## config.mk

```make
export PLATFORM = sky130hd
export DESIGN_NAME = dimr_top
export DESIGN_NICKNAME = d
export VERILOG_FILES = /design/src/dimr_pkg.sv /design/src/dimr_lat_pipe.sv /design/src/dimr_top.sv
export SDC_FILE = /design/constraint.sdc
export NUM_CORES = 1
export LEC_CHECK = 0
export ABC_AREA = 1
export BUFFER_PORTS_ARGS = -buffer_cell sky130_fd_sc_hd__buf_2
export CAP_MARGIN = 20
export CORE_MARGIN = 1.5
export CORE_UTILIZATION = 55
export DETAILED_ROUTE_END_ITERATION = 7
export HOLD_SLACK_MARGIN = 0.1
export MAX_ROUTING_LAYER = met4
export PLACE_DENSITY = 0.83
export SLEW_MARGIN = 0
export SYNTH_ARGS = -nofsm -noshare
export SYNTH_HDL_FRONTEND = slang
export SYNTH_HIERARCHICAL = 1
export SYNTH_SLANG_ARGS = --single-unit
```

## constraint.sdc

```tcl
create_clock -name clk_i -period 3.05 [get_ports clk_i]
set_input_delay 0.1525 -clock clk_i [delete_from_list [all_inputs] [get_ports clk_i]]
set_output_delay 0.1525 -clock clk_i [all_outputs]
set_load 0.005 [all_outputs]
```

## src/dimr_pkg.sv

```systemverilog
// Shared constants and carriers for the memory init / mode register block.
// Assumes one 200 MHz command clock and a synchronous active-high reset.
package dimr_pkg;

  // Clock period and derived cycle counts
  localparam int CLK_PERIOD_PS = 5000;
  localparam int DLL_LOCK_CYCLES = 20000;
  localparam int PWRDN_GUARD_CYCLES = 10;

  // Mode register field positions (address bits)
  localparam int MR_BL_LSB = 0;
  localparam int MR_RL_LO_POS = 2;
  localparam int MR_BT_POS = 3;
  localparam int MR_RL_HI_LSB = 4;
  localparam int MR_TM_POS = 7;
  localparam int MR_DLLRST_POS = 8;
  localparam int MR_WL_LSB = 9;

  // Reset values of held state
  localparam logic [13:0] MR_RESET_VAL = 14'h0000;
  localparam logic [2:0] SYNC_RESET_VAL = 3'h0;

  // Burst length codes in bits 1:0
  localparam logic [1:0] BL_CODE_4 = 2'h2;
  localparam logic [1:0] BL_CODE_8 = 2'h3;
  localparam logic [2:0] BL_MASK_4 = 3'h3;
  localparam logic [2:0] BL_MASK_8 = 3'h7;

  // Supported latency limits
  localparam logic [3:0] RL_MIN = 4'h4;
  localparam logic [2:0] WL_MIN = 3'h1;

  // Mode register image, laid out exactly as {bank_hi, bank_lo, A11..A0}
  typedef struct packed {
    logic bank_select_hi;
    logic bank_select_lo;
    logic [2:0] write_latency;
    logic dll_reset;
    logic test_mode;
    logic [2:0] read_latency_hi;
    logic burst_type_bit;
    logic read_latency_lo;
    logic [1:0] burst_len;
  } dimr_mode_s;

  // Command pins as sampled on a clock edge
  typedef struct packed {
    logic cs_n;
    logic ras_n;
    logic cas_n;
    logic we_n;
    logic bank_select_hi;
    logic bank_select_lo;
    logic [11:0] addr;
  } dimr_cmd_s;

endpackage

```

## src/dimr_lat_pipe.sv

```systemverilog
// Latency delay line: carries a command token and its column.
// Assumes lat_i stays in 1..DEPTH-1 while tokens are in flight.
module dimr_lat_pipe #(
  parameter int W = 8,
  parameter int DEPTH = 16
) (
  // Clock and reset
  input wire logic clk_i,
  input wire logic rst_i,
  // Token in
  input wire logic start_i,
  input wire logic [W-1:0] data_i,
  input wire logic [$clog2(DEPTH)-1:0] lat_i,
  // Tap, due on the next edge
  output logic tap_valid_o,
  output logic [W-1:0] tap_data_o,
  output logic busy_o
);

  logic [DEPTH-1:0] vld_r;
  logic [DEPTH-1:0] vld_nxt;
  logic [W-1:0] dat_r [DEPTH];
  logic [W-1:0] dat_nxt [DEPTH];

  always_comb begin
    vld_nxt = {vld_r[DEPTH-2:0], start_i};
    dat_nxt[0] = data_i;
    for (int i = 1; i < DEPTH; i++) begin
      dat_nxt[i] = dat_r[i-1];
    end
  end

  always_ff @(posedge clk_i) begin
    if (rst_i) begin
      vld_r <= '0;
      for (int i = 0; i < DEPTH; i++) begin
        dat_r[i] <= '0;
      end
    end else begin
      vld_r <= vld_nxt;
      for (int i = 0; i < DEPTH; i++) begin
        dat_r[i] <= dat_nxt[i];
      end
    end
  end

  // Stage lat-1 holds a token taken lat-1 edges ago
  always_comb begin
    tap_valid_o = vld_r[lat_i - 1'b1];
    tap_data_o = dat_r[lat_i - 1'b1];
    busy_o = |vld_r;
  end

endmodule

```

## src/dimr_top.sv

```systemverilog
// Device-side init and mode register logic: command decode, mode register,
// termination strap, impedance update, latency timing and burst ordering.
// Assumes command pins are synchronous to clk_i; the reset pin is not.
//
// How it works
// - Reset pin rising latches clock enable: low gives half, high full termination.
// - All four strobes low loads address 0..11 and bank bits.
// - Fields: burst length, read latency, test, loop reset, write latency.
// - Impedance updates on auto refresh and on no-op without a read.
// - Bursts wrap inside an aligned block of burst length columns.
// - Length four starts at zero; length eight may start at any of its eight columns.
// - Only sequential ordering; an interleave request is flagged.
// - Read at edge n gives first data at edge n plus read latency.
// - Write at edge n expects first data at edge n plus write latency.
// - Loop-reset bit clears when lock ends.
module dimr_top #(
  parameter int COL_W = 8,
  parameter int LOCK_CYCLES = dimr_pkg::DLL_LOCK_CYCLES
) (
  // Clock and reset
  input wire logic clk_i,
  input wire logic rst_i,
  // Device pins
  input wire logic device_reset_pin_i,
  input wire logic cke_i,
  input wire dimr_pkg::dimr_cmd_s cmd_i,
  // Mode and extended mode state
  output dimr_pkg::dimr_mode_s mode_o,
  output dimr_pkg::dimr_mode_s ext_mode_o,
  output logic dll_locked_o,
  output logic addr_term_half_o,
  output logic burst_type_err_o,
  // Impedance update strobe
  output logic zq_update_o,
  // Burst column streams
  output logic rd_valid_o,
  output logic [COL_W-1:0] rd_col_o,
  output logic wr_valid_o,
  output logic [COL_W-1:0] wr_col_o
);

  localparam int CW = $clog2(LOCK_CYCLES + 1);

  // Reset pin synchroniser, three stages
  logic [2:0] rsync_r;
  logic [2:0] rsync_nxt;
  logic pin_lvl_r;
  logic pin_lvl_nxt;

  // Control state
  dimr_pkg::dimr_mode_s mode_r, mode_nxt;
  dimr_pkg::dimr_mode_s ext_r, ext_nxt;
  logic [CW-1:0] lock_cnt_r, lock_cnt_nxt;
  logic locked_r, locked_nxt;
  logic term_half_r, term_half_nxt;
  logic bt_err_r, bt_err_nxt;
  logic zq_r, zq_nxt;

  // Command decode
  logic live;
  logic is_mw;
  logic is_rd;
  logic is_wr;
  logic is_ref;
  logic is_nop;
  logic [3:0] rl_eff;
  logic [3:0] wl_eff;

  // Latency pipes and burst engines, index 0 read, 1 write
  logic tap_v [2];
  logic [COL_W-1:0] tap_d [2];
  logic busy [2];
  logic start [2];
  logic [3:0] lat [2];
  logic act_r [2], act_nxt [2];
  logic [2:0] rem_r [2], rem_nxt [2];
  logic [2:0] off_r [2], off_nxt [2];
  logic [2:0] msk_r [2], msk_nxt [2];
  logic [COL_W-1:0] base_r [2], base_nxt [2];
  logic [COL_W-1:0] col_r [2], col_nxt [2];

  always_comb begin
    // Change counts once stages two and three agree
    rsync_nxt = {rsync_r[1:0], device_reset_pin_i};
    pin_lvl_nxt = (rsync_r[2] == rsync_r[1]) ? rsync_r[2] : pin_lvl_r;
  end

  always_ff @(posedge clk_i) begin
    if (rst_i) begin
      rsync_r <= dimr_pkg::SYNC_RESET_VAL;
      pin_lvl_r <= 1'b0;
    end else begin
      rsync_r <= rsync_nxt;
      pin_lvl_r <= pin_lvl_nxt;
    end
  end

  always_comb begin
    // Commands are ignored while the reset pin holds the device down
    live = pin_lvl_r && cke_i && !cmd_i.cs_n;
    is_mw = live && !cmd_i.ras_n && !cmd_i.cas_n && !cmd_i.we_n;
    is_ref = live && !cmd_i.ras_n && !cmd_i.cas_n && cmd_i.we_n;
    is_rd = live && cmd_i.ras_n && !cmd_i.cas_n && cmd_i.we_n;
    is_wr = live && cmd_i.ras_n && !cmd_i.cas_n && !cmd_i.we_n;
    is_nop = pin_lvl_r && (cmd_i.cs_n || (cmd_i.ras_n && cmd_i.cas_n && cmd_i.we_n));
    // Out-of-range codes clamp to the shortest legal latency
    rl_eff = {mode_r.read_latency_lo, mode_r.read_latency_hi};
    if (rl_eff < dimr_pkg::RL_MIN) begin
      rl_eff = dimr_pkg::RL_MIN;
    end
    wl_eff = {1'b0, mode_r.write_latency};
    if (mode_r.write_latency < dimr_pkg::WL_MIN) begin
      wl_eff = {1'b0, dimr_pkg::WL_MIN};
    end
  end

  always_comb begin
    mode_nxt = mode_r;
    ext_nxt = ext_r;
    lock_cnt_nxt = lock_cnt_r;
    locked_nxt = locked_r;
    term_half_nxt = term_half_r;
    bt_err_nxt = bt_err_r;
    // Strap caught on the filtered rising edge of the reset pin
    if (pin_lvl_nxt && !pin_lvl_r) begin
      term_half_nxt = !cke_i;
    end
    if (lock_cnt_r != '0) begin
      lock_cnt_nxt = lock_cnt_r - 1'b1;
      if (lock_cnt_r == CW'(1)) begin
        locked_nxt = 1'b1;
        mode_nxt.dll_reset = 1'b0;
      end
    end
    if (is_mw) begin
      if (!cmd_i.bank_select_lo) begin
        mode_nxt = dimr_pkg::dimr_mode_s'({cmd_i.bank_select_hi, cmd_i.bank_select_lo,
                                           cmd_i.addr});
        bt_err_nxt = cmd_i.addr[dimr_pkg::MR_BT_POS];
        if (cmd_i.addr[dimr_pkg::MR_DLLRST_POS]) begin
          lock_cnt_nxt = CW'(LOCK_CYCLES);
          locked_nxt = 1'b0;
        end
      end else begin
        ext_nxt = dimr_pkg::dimr_mode_s'({cmd_i.bank_select_hi, cmd_i.bank_select_lo,
                                          cmd_i.addr});
      end
    end
    // Calibration runs in the gaps; it is invisible to timing
    zq_nxt = is_ref || (is_nop && !busy[0] && !act_r[0]);
  end

  always_ff @(posedge clk_i) begin
    if (rst_i) begin
      mode_r <= dimr_pkg::MR_RESET_VAL;
      ext_r <= dimr_pkg::MR_RESET_VAL;
      lock_cnt_r <= '0;
      locked_r <= 1'b0;
      term_half_r <= 1'b0;
      bt_err_r <= 1'b0;
      zq_r <= 1'b0;
    end else begin
      mode_r <= mode_nxt;
      ext_r <= ext_nxt;
      lock_cnt_r <= lock_cnt_nxt;
      locked_r <= locked_nxt;
      term_half_r <= term_half_nxt;
      bt_err_r <= bt_err_nxt;
      zq_r <= zq_nxt;
    end
  end

  always_comb begin
    start[0] = is_rd;
    start[1] = is_wr;
    lat[0] = rl_eff;
    lat[1] = wl_eff;
  end

  for (genvar k = 0; k < 2; k++) begin : g_chan
    dimr_lat_pipe #(
      .W(COL_W),
      .DEPTH(16)
    ) u_pipe (
      .clk_i(clk_i),
      .rst_i(rst_i),
      .start_i(start[k]),
      .data_i(cmd_i.addr[COL_W-1:0]),
      .lat_i(lat[k]),
      .tap_valid_o(tap_v[k]),
      .tap_data_o(tap_d[k]),
      .busy_o(busy[k])
    );

    always_comb begin
      act_nxt[k] = 1'b0;
      rem_nxt[k] = rem_r[k];
      off_nxt[k] = off_r[k];
      msk_nxt[k] = msk_r[k];
      base_nxt[k] = base_r[k];
      col_nxt[k] = col_r[k];
      if (tap_v[k]) begin
        // Beat 0 lands on edge n+m; later beats follow one per clock
        msk_nxt[k] = (mode_r.burst_len == dimr_pkg::BL_CODE_8) ?
                     dimr_pkg::BL_MASK_8 : dimr_pkg::BL_MASK_4;
        base_nxt[k] = tap_d[k] & ~COL_W'(msk_nxt[k]);
        // Length four always starts at the block start
        off_nxt[k] = (msk_nxt[k] == dimr_pkg::BL_MASK_4) ? 3'h0 :
                     tap_d[k][2:0];
        rem_nxt[k] = msk_nxt[k];
        act_nxt[k] = 1'b1;
        col_nxt[k] = base_nxt[k] | COL_W'(off_nxt[k]);
      end else if (rem_r[k] != 3'h0) begin
        off_nxt[k] = (off_r[k] + 3'h1) & msk_r[k];
        rem_nxt[k] = rem_r[k] - 3'h1;
        act_nxt[k] = 1'b1;
        col_nxt[k] = base_r[k] | COL_W'(off_nxt[k]);
      end
    end

    always_ff @(posedge clk_i) begin
      if (rst_i) begin
        act_r[k] <= 1'b0;
        rem_r[k] <= 3'h0;
        off_r[k] <= 3'h0;
        msk_r[k] <= 3'h0;
        base_r[k] <= '0;
        col_r[k] <= '0;
      end else begin
        act_r[k] <= act_nxt[k];
        rem_r[k] <= rem_nxt[k];
        off_r[k] <= off_nxt[k];
        msk_r[k] <= msk_nxt[k];
        base_r[k] <= base_nxt[k];
        col_r[k] <= col_nxt[k];
      end
    end
  end

  always_comb begin
    mode_o = mode_r;
    ext_mode_o = ext_r;
    dll_locked_o = locked_r;
    addr_term_half_o = term_half_r;
    burst_type_err_o = bt_err_r;
    zq_update_o = zq_r;
    rd_valid_o = act_r[0];
    rd_col_o = col_r[0];
    wr_valid_o = act_r[1];
    wr_col_o = col_r[1];
  end

endmodule

```

==> run metrics <==
commonest non-fill, non-tap cell in the layout nand2_1; Detailed Route WL 32600 µm; drc violations 0; Hold Slack 0.405 ns; Initial Util 55.6%; final hold vios 0; DR WL/cell 13.1 µm; Worst EP arrival 3.18 ns; period utilization 91.5%; max-capacitance violation count 0; vias in the first global route 11766; Setup TNS 0 ns; initial antenna violation count 0; DRT iter0 DRCs 943; First-pass DRT Iterations 5; status completed; worst slew pin tran 0.762 ns; vias per cell 5.03; CTS root buffer clkbuf_16; Final Max Slew Viols 0; VDD IR-drop max 0.851 mV; largest net degree at the start of global routing 178; die width 168 µm; fin nets 2160; Comb pwr share 13.8%; Final Skew 0.0192 ns; Crit. End Element flip-flop; worst endpoint required time 3.44 ns; post-synthesis area per instance 7.17 µm²; Pwr per Cell Area 679 nW/µm²; via count 12547; IO Port Bufs 70; synthesized area 14900 µm²; overall power 11500 µW; min Tclk post-route 2.79 ns; DRT antenna net count 0; core area 26800 µm²; Max clock buf depth 3; CTS Buf Count 37; GRT Residual Overflow 0; Synth Instances 2077; latest clock arrival within the worst-skew pair 0.52 ns; # IOs 72; clock share of power 38.9%; Reg clk slew, reported paths 0.06 ns; WS Path Type flip-flop to flip-flop; Int Pwr 8420 µW; switching pwr 3040 µW; gpl congestion 0.868; switching share of power 26.6%; final worst setup slack 0.261 ns; CP startpoint kind flip-flop; die height 168 µm; Flop pwr share 47.3%; CTS tree done; diode count 0; first-pass GRT wire length 54200 µm; Max-slew headroom 49.2%; fraction of layout cells with a size suffix above 1 8.92%; LEAKAGE 0.00767 µW; Setup-failing EPs final 0; Die ar. 28100 µm²; commonest non-fill, non-tap cells in the layout nand2_1 (393), dfxtp_1 (379), nor2_1 (377); fin util 62.9%; Place WS 0.0926 ns; Total Routing Usage GR 23.7%; # rows 60; crit-path max FO 21; Hold Path Class flip-flop to flip-flop; FMAX 358 MHz; Synth warnings 6; Sink Count 379; CTS H-Tree Depth 2; detailed placement HPWL 19700 µm; P&R area growth vs syn 13.2%
through the flow:
| step | area [µm²] | instances |
|---|---|---|
| 6_report | 16900 | 2494 |
| 5_1_grt | 16900 | 2494 |
| 4_1_cts | 16800 | 2493 |
| 3_5_place_dp | 15400 | 2403 |
| 3_3_place_gp | 15400 | 2403 |
| 2_1_floorplan | 14900 | 2079 |
state kept, by name (all words and copies together), names as in the netlist:
name                 flops
rem_r                    6
g_chan.u_pipe/vld_r     32
rsync_r                  3
off_r                    2
g_chan.u_pipe/dat_r    256
zq_update_o              1
col_r                   16
mode_o                  12
act_r                    2
addr_term_half_o         1
ext_mode_o              14
msk_r                    4
lock_cnt_r              15
pin_lvl_r                1
dll_locked_o             1
base_r                  12
burst_type_err_o         1
worst paths after layout:
kind / start / end / slack, ns / cells past startpoint
setup / recovery: mode_o[10]$_SDFFE_PP0P_ / col_r[1][7]$_SDFFE_PP0P_ / 0.26 / 14
setup reg to reg: mode_o[10]$_SDFFE_PP0P_ / col_r[1][7]$_SDFFE_PP0P_ / 0.26 / 14
hold reg to reg: rsync_r[0]$_SDFF_PP0_ / rsync_r[1]$_SDFF_PP0_ / 0.41 / 2
hold / removal: rsync_r[0]$_SDFF_PP0_ / rsync_r[1]$_SDFF_PP0_ / 0.41 / 2
worst max-delay path, stage by stage, from the launching register on:
cell,delay (ns)
dfxtp_1,0.36
o21ai_4,0.17
inv_2,0.07
ha_2,0.45
inv_2,0.10
nand3_1,0.09
nand3_1,0.07
nand3_1,0.12
nand2_1,0.20
inv_4,0.21
nand2_1,0.09
nor2_2,0.16
inv_2,0.18
o21ai_0,0.30
a21oi_1,0.09
routing by layer:
| metal | share of wire (%) | track usage, % |
|---|---|---|
| met5 | 0 | - |
| met4 | 2.8 | 8.30 |
| met3 | 6.7 | 3.76 |
| met2 | 48 | 39.6 |
| met1 | 42 | 29.2 |
power by group through the flow:
stage | Sequential (µW) | Clock (µW) | Combinational [µW]
finish | 5420 | 4460 | 1580
global route | 5440 | 4740 | 1810
CTS | 5410 | 4520 | 1560
detailed placement | 5510 | 0 | 1530
global placement | 5500 | 0 | 1440
floorplan | 5470 | 0 | 1230
layout make-up:
cell class                 instances  area, µm²
inverter                         378       1430
fill                            2095       9940
clock inverter                     7       42.5
timing repair buffer             120        826
multi-input combinational       1211       5380
clock buffer                      58       1170
tap                              341        427
sequential                       379       7590
what timing repair did:
item | 4_1_cts | 5_1_grt
buffers inserted | 0 | 1
hold buffers | 25 | 0
gates resized for setup | 0 | 12
hold endpoints to repair | 102 | 0
setup endpoints to repair | 0 | 22
Power figures use the tool's default switching activity.
